==> src/hw/plm_pkg.sv <==
package plm_pkg;
    localparam int unsigned CLK_HZ      = 50_000_000;
    localparam int unsigned DC_TIME_MS  = 1000;
    localparam int unsigned DC_CYC      = CLK_HZ / 1000 * DC_TIME_MS;
    localparam int unsigned SEC_CYC     = CLK_HZ;
    localparam int unsigned HOUR_SEC    = 3600;
    localparam logic [6:0]  HUNDRED_H   = 7'h64;

    localparam logic [7:0] ADR_LIFE_STAT = 8'h00;
    localparam logic [7:0] ADR_INRUSH    = 8'h04;
    localparam logic [7:0] ADR_CTRL_CAP  = 8'h08;
    localparam logic [7:0] ADR_MAIN_CAP  = 8'h0C;
    localparam logic [7:0] ADR_MEAS_CTL  = 8'h10;
    localparam logic [7:0] ADR_HOURS     = 8'h14;
    localparam logic [7:0] ADR_LIMIT     = 8'h18;
    localparam logic [7:0] ADR_TERM_SEL  = 8'h1C;

    localparam logic [6:0]  LIFE_FULL     = 7'h64;
    localparam logic [6:0]  LIFE_TEN      = 7'h0A;
    localparam logic [6:0]  MAIN_LIMIT    = 7'h55;
    localparam logic [13:0] CLOSE_PER_PCT = 14'h2710;
    localparam logic [15:0] HOURS_MAX     = 16'h270E;
    localparam logic [15:0] LIMIT_OFF     = 16'h270F;
    localparam logic [15:0] LIMIT_RST     = 16'h270F;
    localparam logic [7:0]  TERM_POS      = 8'h5F;
    localparam logic [7:0]  TERM_NEG      = 8'hC3;

    localparam int unsigned BIT_CTRL_CAP = 0;
    localparam int unsigned BIT_MAIN_CAP = 1;
    localparam int unsigned BIT_FAN      = 2;
    localparam int unsigned BIT_INRUSH   = 3;

    typedef enum logic [3:0] {
        MS_IDLE   = 4'h0,
        MS_ARMED  = 4'h1,
        MS_RUN    = 4'h2,
        MS_DONE   = 4'h3,
        MS_FORCED = 4'h8,
        MS_ERROR  = 4'h9
    } plm_meas_t;
endpackage

==> src/hw/plm_monitor.sv <==
module plm_monitor #(
    parameter int unsigned NFAN     = 2,
    parameter int unsigned DC_CYC   = plm_pkg::DC_CYC,
    parameter int unsigned SEC_CYC  = plm_pkg::SEC_CYC,
    parameter int unsigned HOUR_SEC = plm_pkg::HOUR_SEC,
    parameter int unsigned WEAR_PCT = 1000
) (
    input  wire logic            i_clk,
    input  wire logic            i_rst_b,
    input  wire logic [7:0]      i_awaddr,
    input  wire logic            i_awvalid,
    output logic                 o_awready,
    input  wire logic [31:0]     i_wdata,
    input  wire logic [3:0]      i_wstrb,
    input  wire logic            i_wvalid,
    output logic                 o_wready,
    output logic [1:0]           o_bresp,
    output logic                 o_bvalid,
    input  wire logic            i_bready,
    input  wire logic [7:0]      i_araddr,
    input  wire logic            i_arvalid,
    output logic                 o_arready,
    output logic [31:0]          o_rdata,
    output logic [1:0]           o_rresp,
    output logic                 o_rvalid,
    input  wire logic            i_rready,
    input  wire logic            i_contact_close,
    input  wire logic            i_running,
    input  wire logic            i_wear_tick,
    input  wire logic            i_power_off,
    input  wire logic            i_start_cmd,
    input  wire logic            i_output_shutoff_input,
    input  wire logic            i_trip,
    input  wire logic            i_motor_present,
    input  wire logic [6:0]      i_cap_meas_pct,
    input  wire logic [NFAN-1:0] i_fan_slow,
    input  wire logic [3:0]      i_part_replaced,
    output logic                 o_life_alarm_out,
    output logic                 o_maint_alarm_out,
    output logic                 o_fan_fault_indication,
    output logic                 o_maintenance_indication,
    output logic                 o_term_out,
    output logic                 o_dc_inject,
    output logic                 o_nv_store
);
    logic [13:0] close_cnt_q;
    logic [6:0]  inrush_q;
    logic [31:0] wear_cnt_q;
    logic [6:0]  ctrl_cap_q;
    logic [6:0]  main_cap_q;
    logic        main_meas_q;
    logic        fan_bit_q;
    logic [3:0]  status_q;
    plm_pkg::plm_meas_t meas_q;
    logic [31:0] dc_cnt_q;
    logic        pwr_off_q;
    logic [31:0] sec_cnt_q;
    logic [11:0] sec_q;
    logic [6:0]  hour_q;
    logic [15:0] hours_q;
    logic [15:0] limit_q;
    logic [7:0]  term_sel_q;
    logic        wr_go;
    logic [15:0] wd;
    logic        maint_hit;

    assign wr_go = o_awready && o_wready;
    assign wd    = i_wdata[15:0];

    function automatic logic wr_to(input logic [7:0] a);
        wr_to = wr_go && (i_awaddr == a) && (i_wstrb[1:0] == 2'b11);
    endfunction

    // Inrush limiter wear from contact closings
    always_ff @(posedge i_clk or negedge i_rst_b) begin
        if (!i_rst_b) begin
            close_cnt_q <= 14'h0000;
            inrush_q    <= plm_pkg::LIFE_FULL;
        end else if (i_part_replaced[plm_pkg::BIT_INRUSH]) begin
            close_cnt_q <= 14'h0000;
            inrush_q    <= plm_pkg::LIFE_FULL;
        end else if (i_contact_close) begin
            if (close_cnt_q == plm_pkg::CLOSE_PER_PCT - 14'h0001) begin
                close_cnt_q <= 14'h0000;
                if (inrush_q != 7'h00) begin
                    inrush_q <= inrush_q - 7'h01;
                end
            end else begin
                close_cnt_q <= close_cnt_q + 14'h0001;
            end
        end
    end

    // Temperature weighted wear ticks come from the thermal front end
    always_ff @(posedge i_clk or negedge i_rst_b) begin
        if (!i_rst_b) begin
            wear_cnt_q <= 32'h0000_0000;
            ctrl_cap_q <= plm_pkg::LIFE_FULL;
        end else if (i_part_replaced[plm_pkg::BIT_CTRL_CAP]) begin
            wear_cnt_q <= 32'h0000_0000;
            ctrl_cap_q <= plm_pkg::LIFE_FULL;
        end else if (i_running && i_wear_tick) begin
            if (wear_cnt_q == 32'(WEAR_PCT - 1)) begin
                wear_cnt_q <= 32'h0000_0000;
                if (ctrl_cap_q != 7'h00) begin
                    ctrl_cap_q <= ctrl_cap_q - 7'h01;
                end
            end else begin
                wear_cnt_q <= wear_cnt_q + 32'h0000_0001;
            end
        end
    end

    // Capacitance measurement sequencer; code doubles as state
    always_ff @(posedge i_clk or negedge i_rst_b) begin
        if (!i_rst_b) begin
            meas_q      <= plm_pkg::MS_IDLE;
            dc_cnt_q    <= 32'h0000_0000;
            o_dc_inject <= 1'b0;
            main_cap_q  <= plm_pkg::LIFE_FULL;
            main_meas_q <= 1'b0;
            pwr_off_q   <= 1'b0;
        end else begin
            pwr_off_q <= i_power_off;
            if (i_part_replaced[plm_pkg::BIT_MAIN_CAP]) begin
                main_cap_q  <= plm_pkg::LIFE_FULL;
                main_meas_q <= 1'b0;
            end
            case (meas_q)
                plm_pkg::MS_RUN: begin
                    dc_cnt_q <= dc_cnt_q + 32'h0000_0001;
                    if (i_trip || !i_motor_present) begin
                        meas_q      <= plm_pkg::MS_ERROR;
                        o_dc_inject <= 1'b0;
                    end else if (i_start_cmd || i_output_shutoff_input) begin
                        meas_q      <= plm_pkg::MS_FORCED;
                        o_dc_inject <= 1'b0;
                    end else if (!i_power_off) begin
                        // Power back early: measurement stays armed
                        meas_q      <= plm_pkg::MS_ARMED;
                        o_dc_inject <= 1'b0;
                    end else if (dc_cnt_q == 32'(DC_CYC - 1)) begin
                        meas_q      <= plm_pkg::MS_DONE;
                        o_dc_inject <= 1'b0;
                        main_cap_q  <= i_cap_meas_pct;
                        main_meas_q <= 1'b1;
                    end
                end
                plm_pkg::MS_ARMED: begin
                    if (i_power_off && !pwr_off_q) begin
                        if (i_trip || !i_motor_present) begin
                            meas_q <= plm_pkg::MS_ERROR;
                        end else begin
                            meas_q      <= plm_pkg::MS_RUN;
                            dc_cnt_q    <= 32'h0000_0000;
                            o_dc_inject <= 1'b1;
                        end
                    end else if (wr_to(plm_pkg::ADR_MEAS_CTL)
                                 && wd == 16'h0000) begin
                        meas_q <= plm_pkg::MS_IDLE;
                    end
                end
                default: begin
                    // Only 0 and 1 are writable codes
                    if (wr_to(plm_pkg::ADR_MEAS_CTL)) begin
                        if (wd == 16'h0001) begin
                            meas_q <= plm_pkg::MS_ARMED;
                        end else if (wd == 16'h0000) begin
                            meas_q <= plm_pkg::MS_IDLE;
                        end
                    end
                end
            endcase
        end
    end

    // Fan slowdown latch; set wins over replacement clear
    always_ff @(posedge i_clk or negedge i_rst_b) begin
        if (!i_rst_b) begin
            fan_bit_q <= 1'b0;
        end else if (|i_fan_slow) begin
            fan_bit_q <= 1'b1;
        end else if (i_part_replaced[plm_pkg::BIT_FAN]) begin
            fan_bit_q <= 1'b0;
        end
    end

    // Status follows life figures, so it only clears on restoration
    always_ff @(posedge i_clk or negedge i_rst_b) begin
        if (!i_rst_b) begin
            status_q               <= 4'h0;
            o_life_alarm_out       <= 1'b0;
            o_fan_fault_indication <= 1'b0;
        end else begin
            status_q[plm_pkg::BIT_CTRL_CAP] <=
                ctrl_cap_q < plm_pkg::LIFE_TEN;
            status_q[plm_pkg::BIT_MAIN_CAP] <= main_meas_q &&
                main_cap_q <= plm_pkg::MAIN_LIMIT;
            status_q[plm_pkg::BIT_FAN]      <= fan_bit_q;
            status_q[plm_pkg::BIT_INRUSH]   <=
                inrush_q <= plm_pkg::LIFE_TEN;
            o_life_alarm_out       <= |status_q;
            o_fan_fault_indication <= fan_bit_q;
        end
    end

    // Whole hours only; a partial hour is lost at switch-off
    always_ff @(posedge i_clk or negedge i_rst_b) begin
        if (!i_rst_b) begin
            sec_cnt_q  <= 32'h0000_0000;
            sec_q      <= 12'h000;
            hour_q     <= 7'h00;
            hours_q    <= 16'h0000;
            o_nv_store <= 1'b0;
        end else begin
            o_nv_store <= 1'b0;
            if (wr_to(plm_pkg::ADR_HOURS) && wd == 16'h0000) begin
                sec_cnt_q <= 32'h0000_0000;
                sec_q     <= 12'h000;
                hour_q    <= 7'h00;
                hours_q   <= 16'h0000;
            end else if (i_power_off) begin
                sec_cnt_q <= 32'h0000_0000;
                sec_q     <= 12'h000;
            end else if (sec_cnt_q == 32'(SEC_CYC - 1)) begin
                sec_cnt_q <= 32'h0000_0000;
                if (sec_q == 12'(HOUR_SEC - 1)) begin
                    sec_q      <= 12'h000;
                    o_nv_store <= 1'b1;
                    if (hour_q == plm_pkg::HUNDRED_H - 7'h01) begin
                        hour_q <= 7'h00;
                        if (hours_q != plm_pkg::HOURS_MAX) begin
                            hours_q <= hours_q + 16'h0001;
                        end
                    end else begin
                        hour_q <= hour_q + 7'h01;
                    end
                end else begin
                    sec_q <= sec_q + 12'h001;
                end
            end else begin
                sec_cnt_q <= sec_cnt_q + 32'h0000_0001;
            end
        end
    end

    assign maint_hit = limit_q != plm_pkg::LIMIT_OFF
                       && hours_q >= limit_q;

    // Limit and terminal selector; out of range limits are dropped
    always_ff @(posedge i_clk or negedge i_rst_b) begin
        if (!i_rst_b) begin
            limit_q    <= plm_pkg::LIMIT_RST;
            term_sel_q <= 8'h00;
        end else begin
            if (wr_to(plm_pkg::ADR_LIMIT) && wd <= plm_pkg::LIMIT_OFF) begin
                limit_q <= wd;
            end
            if (wr_to(plm_pkg::ADR_TERM_SEL)) begin
                term_sel_q <= i_wdata[7:0];
            end
        end
    end

    always_ff @(posedge i_clk or negedge i_rst_b) begin
        if (!i_rst_b) begin
            o_maint_alarm_out        <= 1'b0;
            o_maintenance_indication <= 1'b0;
            o_term_out               <= 1'b0;
        end else begin
            o_maint_alarm_out        <= maint_hit;
            o_maintenance_indication <= maint_hit;
            if (term_sel_q == plm_pkg::TERM_POS) begin
                o_term_out <= maint_hit;
            end else if (term_sel_q == plm_pkg::TERM_NEG) begin
                o_term_out <= !maint_hit;
            end else begin
                o_term_out <= 1'b0;
            end
        end
    end

    // Write channel: both halves taken together, one in flight
    always_ff @(posedge i_clk or negedge i_rst_b) begin
        if (!i_rst_b) begin
            o_awready <= 1'b0;
            o_wready  <= 1'b0;
            o_bvalid  <= 1'b0;
            o_bresp   <= 2'b00;
        end else begin
            o_awready <= 1'b0;
            o_wready  <= 1'b0;
            if (wr_go) begin
                o_bvalid <= 1'b1;
                if (i_awaddr > plm_pkg::ADR_TERM_SEL
                    || i_awaddr[1:0] != 2'b00) begin
                    o_bresp <= 2'b10;
                end else begin
                    o_bresp <= 2'b00;
                end
            end else if (o_bvalid && i_bready) begin
                o_bvalid <= 1'b0;
            end else if (i_awvalid && i_wvalid && !o_bvalid) begin
                o_awready <= 1'b1;
                o_wready  <= 1'b1;
            end
        end
    end

    always_ff @(posedge i_clk or negedge i_rst_b) begin
        if (!i_rst_b) begin
            o_arready <= 1'b0;
            o_rvalid  <= 1'b0;
            o_rdata   <= 32'h0000_0000;
            o_rresp   <= 2'b00;
        end else begin
            o_arready <= 1'b0;
            if (o_arready) begin
                o_rvalid <= 1'b1;
                o_rresp  <= 2'b00;
                o_rdata  <= 32'h0000_0000;
                if (i_araddr == plm_pkg::ADR_LIFE_STAT) begin
                    o_rdata[3:0] <= status_q;
                end else if (i_araddr == plm_pkg::ADR_INRUSH) begin
                    o_rdata[6:0] <= inrush_q;
                end else if (i_araddr == plm_pkg::ADR_CTRL_CAP) begin
                    o_rdata[6:0] <= ctrl_cap_q;
                end else if (i_araddr == plm_pkg::ADR_MAIN_CAP) begin
                    o_rdata[6:0] <= main_cap_q;
                end else if (i_araddr == plm_pkg::ADR_MEAS_CTL) begin
                    o_rdata[3:0] <= meas_q;
                end else if (i_araddr == plm_pkg::ADR_HOURS) begin
                    o_rdata[15:0] <= hours_q;
                end else if (i_araddr == plm_pkg::ADR_LIMIT) begin
                    o_rdata[15:0] <= limit_q;
                end else if (i_araddr == plm_pkg::ADR_TERM_SEL) begin
                    o_rdata[7:0] <= term_sel_q;
                end else begin
                    o_rresp <= 2'b10;
                end
            end else if (o_rvalid && i_rready) begin
                o_rvalid <= 1'b0;
            end else if (i_arvalid && !o_rvalid) begin
                o_arready <= 1'b1;
            end
        end
    end
endmodule

==> config.mk <==
export PLATFORM = sky130hd
export DESIGN_NAME = plm_monitor
export DESIGN_NICKNAME = d
export VERILOG_FILES = /design/src/hw/plm_pkg.sv /design/src/hw/plm_monitor.sv
export SDC_FILE = /design/constraint.sdc
export NUM_CORES = 1
export LEC_CHECK = 0
export ABC_AREA = 1
export ABC_CLOCK_PERIOD_IN_PS = 2200
export CAP_MARGIN = 20
export CORE_AREA = 2 2 152 154
export CTS_BUF_LIST = sky130_fd_sc_hd__clkbuf_4 sky130_fd_sc_hd__clkbuf_8
export DETAILED_ROUTE_END_ITERATION = 6
export DIE_AREA = 0 0 154 156
export DONT_BUFFER_PORTS = 1
export GPL_TIMING_DRIVEN = 0
export PLACE_DENSITY_LB_ADDON = 0.25
export SLEW_MARGIN = 20
export SYNTH_ARGS = -nofsm -noshare
export SYNTH_HDL_FRONTEND = slang
export SYNTH_SLANG_ARGS = --single-unit
==> constraint.sdc <==
create_clock -name i_clk -period 2.2 [get_ports i_clk]
set_input_delay 0.22 -clock i_clk [delete_from_list [all_inputs] [get_ports i_clk]]
set_output_delay 0.22 -clock i_clk [all_outputs]
set_load 0.005 [all_outputs]
-- Yosys cells after proc, flatten, opt, wreduce, memory -nomap -nowiden
Index checks and enable logic that the tools add are counted.
- bits in registers: 231
- input bits: 80
- output and inout bits: 48
- word-level logic and storage cells: 240
- add/sub/neg operators: 9
- order comparisons: 6
- equal/unequal tests: 30
- multiplexer cells: 106
- reductions and logical operators: 59
- operators by type and width (kind ; number):
    $mux 32 ; 8
    $mux 7 ; 22
    $mux 16 ; 7
    $add 32x1->32 const B ; 3
    $mux 12 ; 6
    $eq 32x26->1 const B ; 2
    $eq 8x5->1 const B ; 8
    $pmux 32 s2 ; 1
    $mux 4 ; 12
    $mux 14 ; 3
    $eq 32x10->1 const B ; 1
    $ne 16x14->1 const B ; 2
    $mux 1 ; 30
    $reduce_bool 2->1 ; 15
    $mux 9 ; 3
    $mux 8 ; 3
    $logic_and 1x1->1 ; 20
    $mux 2 ; 9
    $add 16x1->16 const B ; 1
    $eq 16x1->1 const B ; 1
    $eq 8x4->1 const B ; 2
    $ge 16x16->1 ; 1
    $le 16x14->1 const B ; 1
    $logic_not 16->1 ; 1
    other kinds (34) ; 48

-- Longest topological paths before layout
- depth in word-level cells: 9
- mapped depth: 13
- mapped depth without buffers: 13

-- Worst setup path after synthesis
OpenSTA, ideal clock, no wires.
- path type: flip-flop to flip-flop
- start point: reg dc_cnt_q[0]
- end point: reg meas_q[0]
- setup time: 0.123 ns
- arrival: 1.626 ns
- data required time: 2.077 ns
- setup slack: 0.451 ns
- cell stages (with the launch flop): 11
- path buffers: 0
- period minus slack after synthesis: 1.749 ns
- path through: dfrtp_1 ha_1 nand2_1 nor2_1 nand2_1 nor2_1 nand3_1 nand2_1 nand2_1 o21ai_0 nand2_1
- longest elaborated chain between the ends: 3
- ends and longest elaborated chain (element ; line ; RTL):
    start: declaration ; plm_monitor.sv:55 ; logic [31:0] dc_cnt_q;
    start signal: assignment ; plm_monitor.sv:131 ; dc_cnt_q <= dc_cnt_q + 32'h0000_0001;
    $eq 32x26->1 ; plm_monitor.sv:142 ; end else if (dc_cnt_q == 32'(DC_CYC - 1)) begin
    $ne 5x5->1 (no line) ; -- ;
    $reduce_and 4->1 (no line) ; -- ;
    end signal: assignment ; plm_monitor.sv:140 ; meas_q <= plm_pkg::MS_ARMED;
    end signal: assignment ; plm_monitor.sv:143 ; meas_q <= plm_pkg::MS_DONE;
    end signal: assignment ; plm_monitor.sv:152 ; meas_q <= plm_pkg::MS_ERROR;
    end: declaration ; plm_monitor.sv:54 ; plm_pkg::plm_meas_t meas_q;
Every way passes these cells.
A chain may end at the register's enable or synchronous reset.

-- Final worst setup path
- start point: reg sec_cnt_q[0]
- end point: reg hour_q[1]
- longest elaborated chain between the ends: 3
- ends and longest elaborated chain (element ; line ; RTL):
    start: declaration ; plm_monitor.sv:57 ; logic [31:0] sec_cnt_q;
    start signal: assignment ; plm_monitor.sv:242 ; sec_cnt_q <= sec_cnt_q + 32'h0000_0001;
    $eq 32x26->1 ; plm_monitor.sv:225 ; end else if (sec_cnt_q == 32'(SEC_CYC - 1)) begin
    $reduce_bool 2->1 (no line) ; -- ;
    $reduce_and 3->1 (no line) ; -- ;
    end signal: assignment ; plm_monitor.sv:236 ; hour_q <= hour_q + 7'h01;
    end: declaration ; plm_monitor.sv:59 ; logic [6:0] hour_q;
Every way passes these cells.

==> impl_metrics.toml <==
[sta]
skew_ps = 32.3
relSlewSlack = 0.540
fin_hold_ws_ps = -638
finalHoldViolations = 227
fin_tns_setup_ps = 0
finalSetupViolCount = 0
worstMarginPinSlew_ps = 689
fin_ws_ps = 140
max_clock_freq_mhz = 485
finalCritPeriodShare = 0.936
slew_violations = 0
timing.final.crit_period_ps = 2060

[setup_path]
slowest_delay_ps = 380
reg2reg_depth = 13
crit_path_frequent_cell = "nand2_2"
path_buf_inv = 2
cp.depth = 13
cp-end-kind = "register"
path_delay_family = "simple AND/OR/NAND/NOR gates"
path_max_fanout = 10
slowest_stage = "dfrtp_1"
crit_type = "reg2reg"
worstSetupStartpointType = "register"
required_ps = 2680
r2r_slack_ps = 140
crit_chain = "ha_1 > nand2_2 > nor2_4 > nand2_2 > nor2_4 > nand3_2 > nor2_2 > nand2_2 > nand2_2 > buf_6 > buf_6 > nand3_1 > nand2_1"
arrival_ps = 2540

[routing]
drt_wl_total_mm = 38.8
drtIter0Drc = 1153
ant_nets = 0
via_per_inst = 5.64
drc = 0
vias = 14100
first_pass_iters = 6
wl_per_cell_um = 15.5

[die]
fp.dieW_um = 154
start_util = 0.639
core.rowCount = 55
core_area_um2 = 22400
die_y_um = 156
ios = 128
dieArea_um2 = 24000

[yosys]
ys.flop_type = "dfrtp_1"
synth_edf_count = 0
yosysUniqueCellTypes = 50
synth.cell_area_um2 = 14300
syn-mean-instance-area_um2 = 6.88
yosys_warnings = 0
ys_ff_latch = 227
syn_inst = 2077
synth_seq_area_share = 0.399
synthArstFlopShare = 1.00

[status]
outcome = "finished with violations"
violations = "hold timing"

[clock_tree]
clk_pin_slew_ps = 60
clk_latency_ps = 560
clock_sinks = 227
cts_hold_buf = 39
cts_tree = "yes"
htree_levels = 2
clk_path_buf_depth = 3
numCtsBuffers = 41
cts_root_buf = "clkbuf_8"

[global_route]
grt_overflow_total = 0
first_global_vias = 13300
grt_max_degree = 228
grt_pass1_wl_mm = 64.1
antenna_found_initial = 2
grt_usage = 0.326

[flow_run]
drv_cap = 0

[power]
vdd_ir_drop_max_mv = 0.466
leakage_nw = 7.50
p_per_area_nw_per_um2 = 586

[place]
preCtsSetupSlack_ps = -193
place.gp.congestion = 0.943
port_buffers = 0
dpl.hpwl_mm = 28.2

[min_path]
hp-class = "in2async"

[finish]
layout.nets = 2291
drive_above_1_share = 0.0790
final_common_cell = "nand2_1"
layout_common_cells = "551 x nand2_1, 293 x nor2_1, 258 x inv_1, 208 x dfrtp_1, 181 x nand3_1"
area_growth_syn_to_layout_pct = 12.5
[state kept, by name, indices dropped and copies added (netlist names), 8 cells and up]
| name | cells |
|---|---|
| close_cnt_q | 14 |
| limit_q | 16 |
| sec_cnt_q | 32 |
| hours_q | 16 |
| o_rdata | 16 |
| wear_cnt_q | 32 |
| dc_cnt_q | 32 |
| term_sel_q | 8 |
| sec_q | 12 |
[cells in the mapped netlist (all sizes together), types with 3 or more instances]
cell      n  area [µm²]
nand2   558        2110
nor2    304        1170
inv     261         980
dfrtp   210        5260
nand3   183         926
o21ai   125         633
nor3    105         526
nand4    80         500
xor2     46         403
a21oi    43         215
buf      38         269
ha       27         338
clkbuf   20        76.3
dfstp    17         447
nor4      8        50.1
xnor2     6        52.6
nand3b    5        37.5
nor3b     4        30.0
or2       4        25.0
a21o      3        22.5
a22oi     3        22.5
o21bai    3        22.5
o22ai     3        18.8
o31ai     3        22.5
[where the power goes]
| part | internal (W) | leakage [nW] | switching (W) |
|---|---|---|---|
| Clock | 0.00241 | 0.468 | 0.00180 |
| Combinational | 0.000282 | 4.10 | 0.000449 |
| Sequential | 0.00433 | 2.92 | 0.000170 |
[cells by family (layout without fill, tap and decap cells)]
logic type / Yosys count / count (layout) / synth area share
mux: 1 / 1 / 0.000700
fa+ha+maj: 27 / 27 / 0.0236
compound gates: 195 / 195 / 0.0735
xor+xnor: 52 / 52 / 0.0319
flops: 227 / 227 / 0.399
simple gates: 1254 / 1254 / 0.378
buf+inv: 320 / 441 / 0.0930
other cells: 1 / 19 / 0.000262
[stage by stage]
stage | area [µm²] | std cells | total power, W | utilization
after global placement | 14700 | 2379 | 0.00518 | 0.658
after detailed placement | 14700 | 2379 | 0.00521 | 0.658
after floorplan | 14400 | 2094 | 0.00503 | -
after CTS | 16000 | 2492 | 0.00949 | 0.715
after global routing | 16100 | 2501 | 0.00981 | 0.719
final | 16100 | 2501 | 0.00943 | 0.719
[cell type report]
class	instances	area, µm²
fillers	1854	6280
diodes	1	2.50
multi-input cells	1547	7370
well taps	285	357
repair buffers	47	450
plain buffers	58	350
flip-flops and latches	227	5700
clock buffers	65	795
inverters	262	983
clock inverters	9	72.6
[final timing paths]
check | from | end
worst max-delay path | sec_cnt_q[0] | hour_q[1]
worst min-delay path | i_rst_b | limit_q[11]
worst max register to register | sec_cnt_q[0] | hour_q[1]
worst min register to register | fan_bit_q | status_q[2]
max in group asynchronous | i_rst_b | main_cap_q[5]
min in group i_clk | i_running | ctrl_cap_q[1]
[timing repair]
item                                    4_1_cts  5_1_grt
pin swaps                                     0        2
setup buffers                                 0        8
resized for setup                             4       15
endpoints found under the setup margin       11       72
endpoints found under the hold margin       274      227
[metal layers]
layer | GRT usage | wire length [µm]
met1 | 0.447 | 16900
met2 | 0.525 | 17800
met3 | 0.0572 | 3100
met4 | 0.111 | 972
met5 | 0 | 11
[worst reg2reg max path: stages (launching register included)]
cell and delay [ps]:
dfrtp_1 380, ha_1 210, nand2_2 80, nor2_4 180
nand2_2 100, nor2_4 150, nand3_2 90, nor2_2 150
nand2_2 90, nand2_2 100, buf_6 150, buf_6 160
nand3_1 90, nand2_1 70
(Power assumes the default switching activity.)
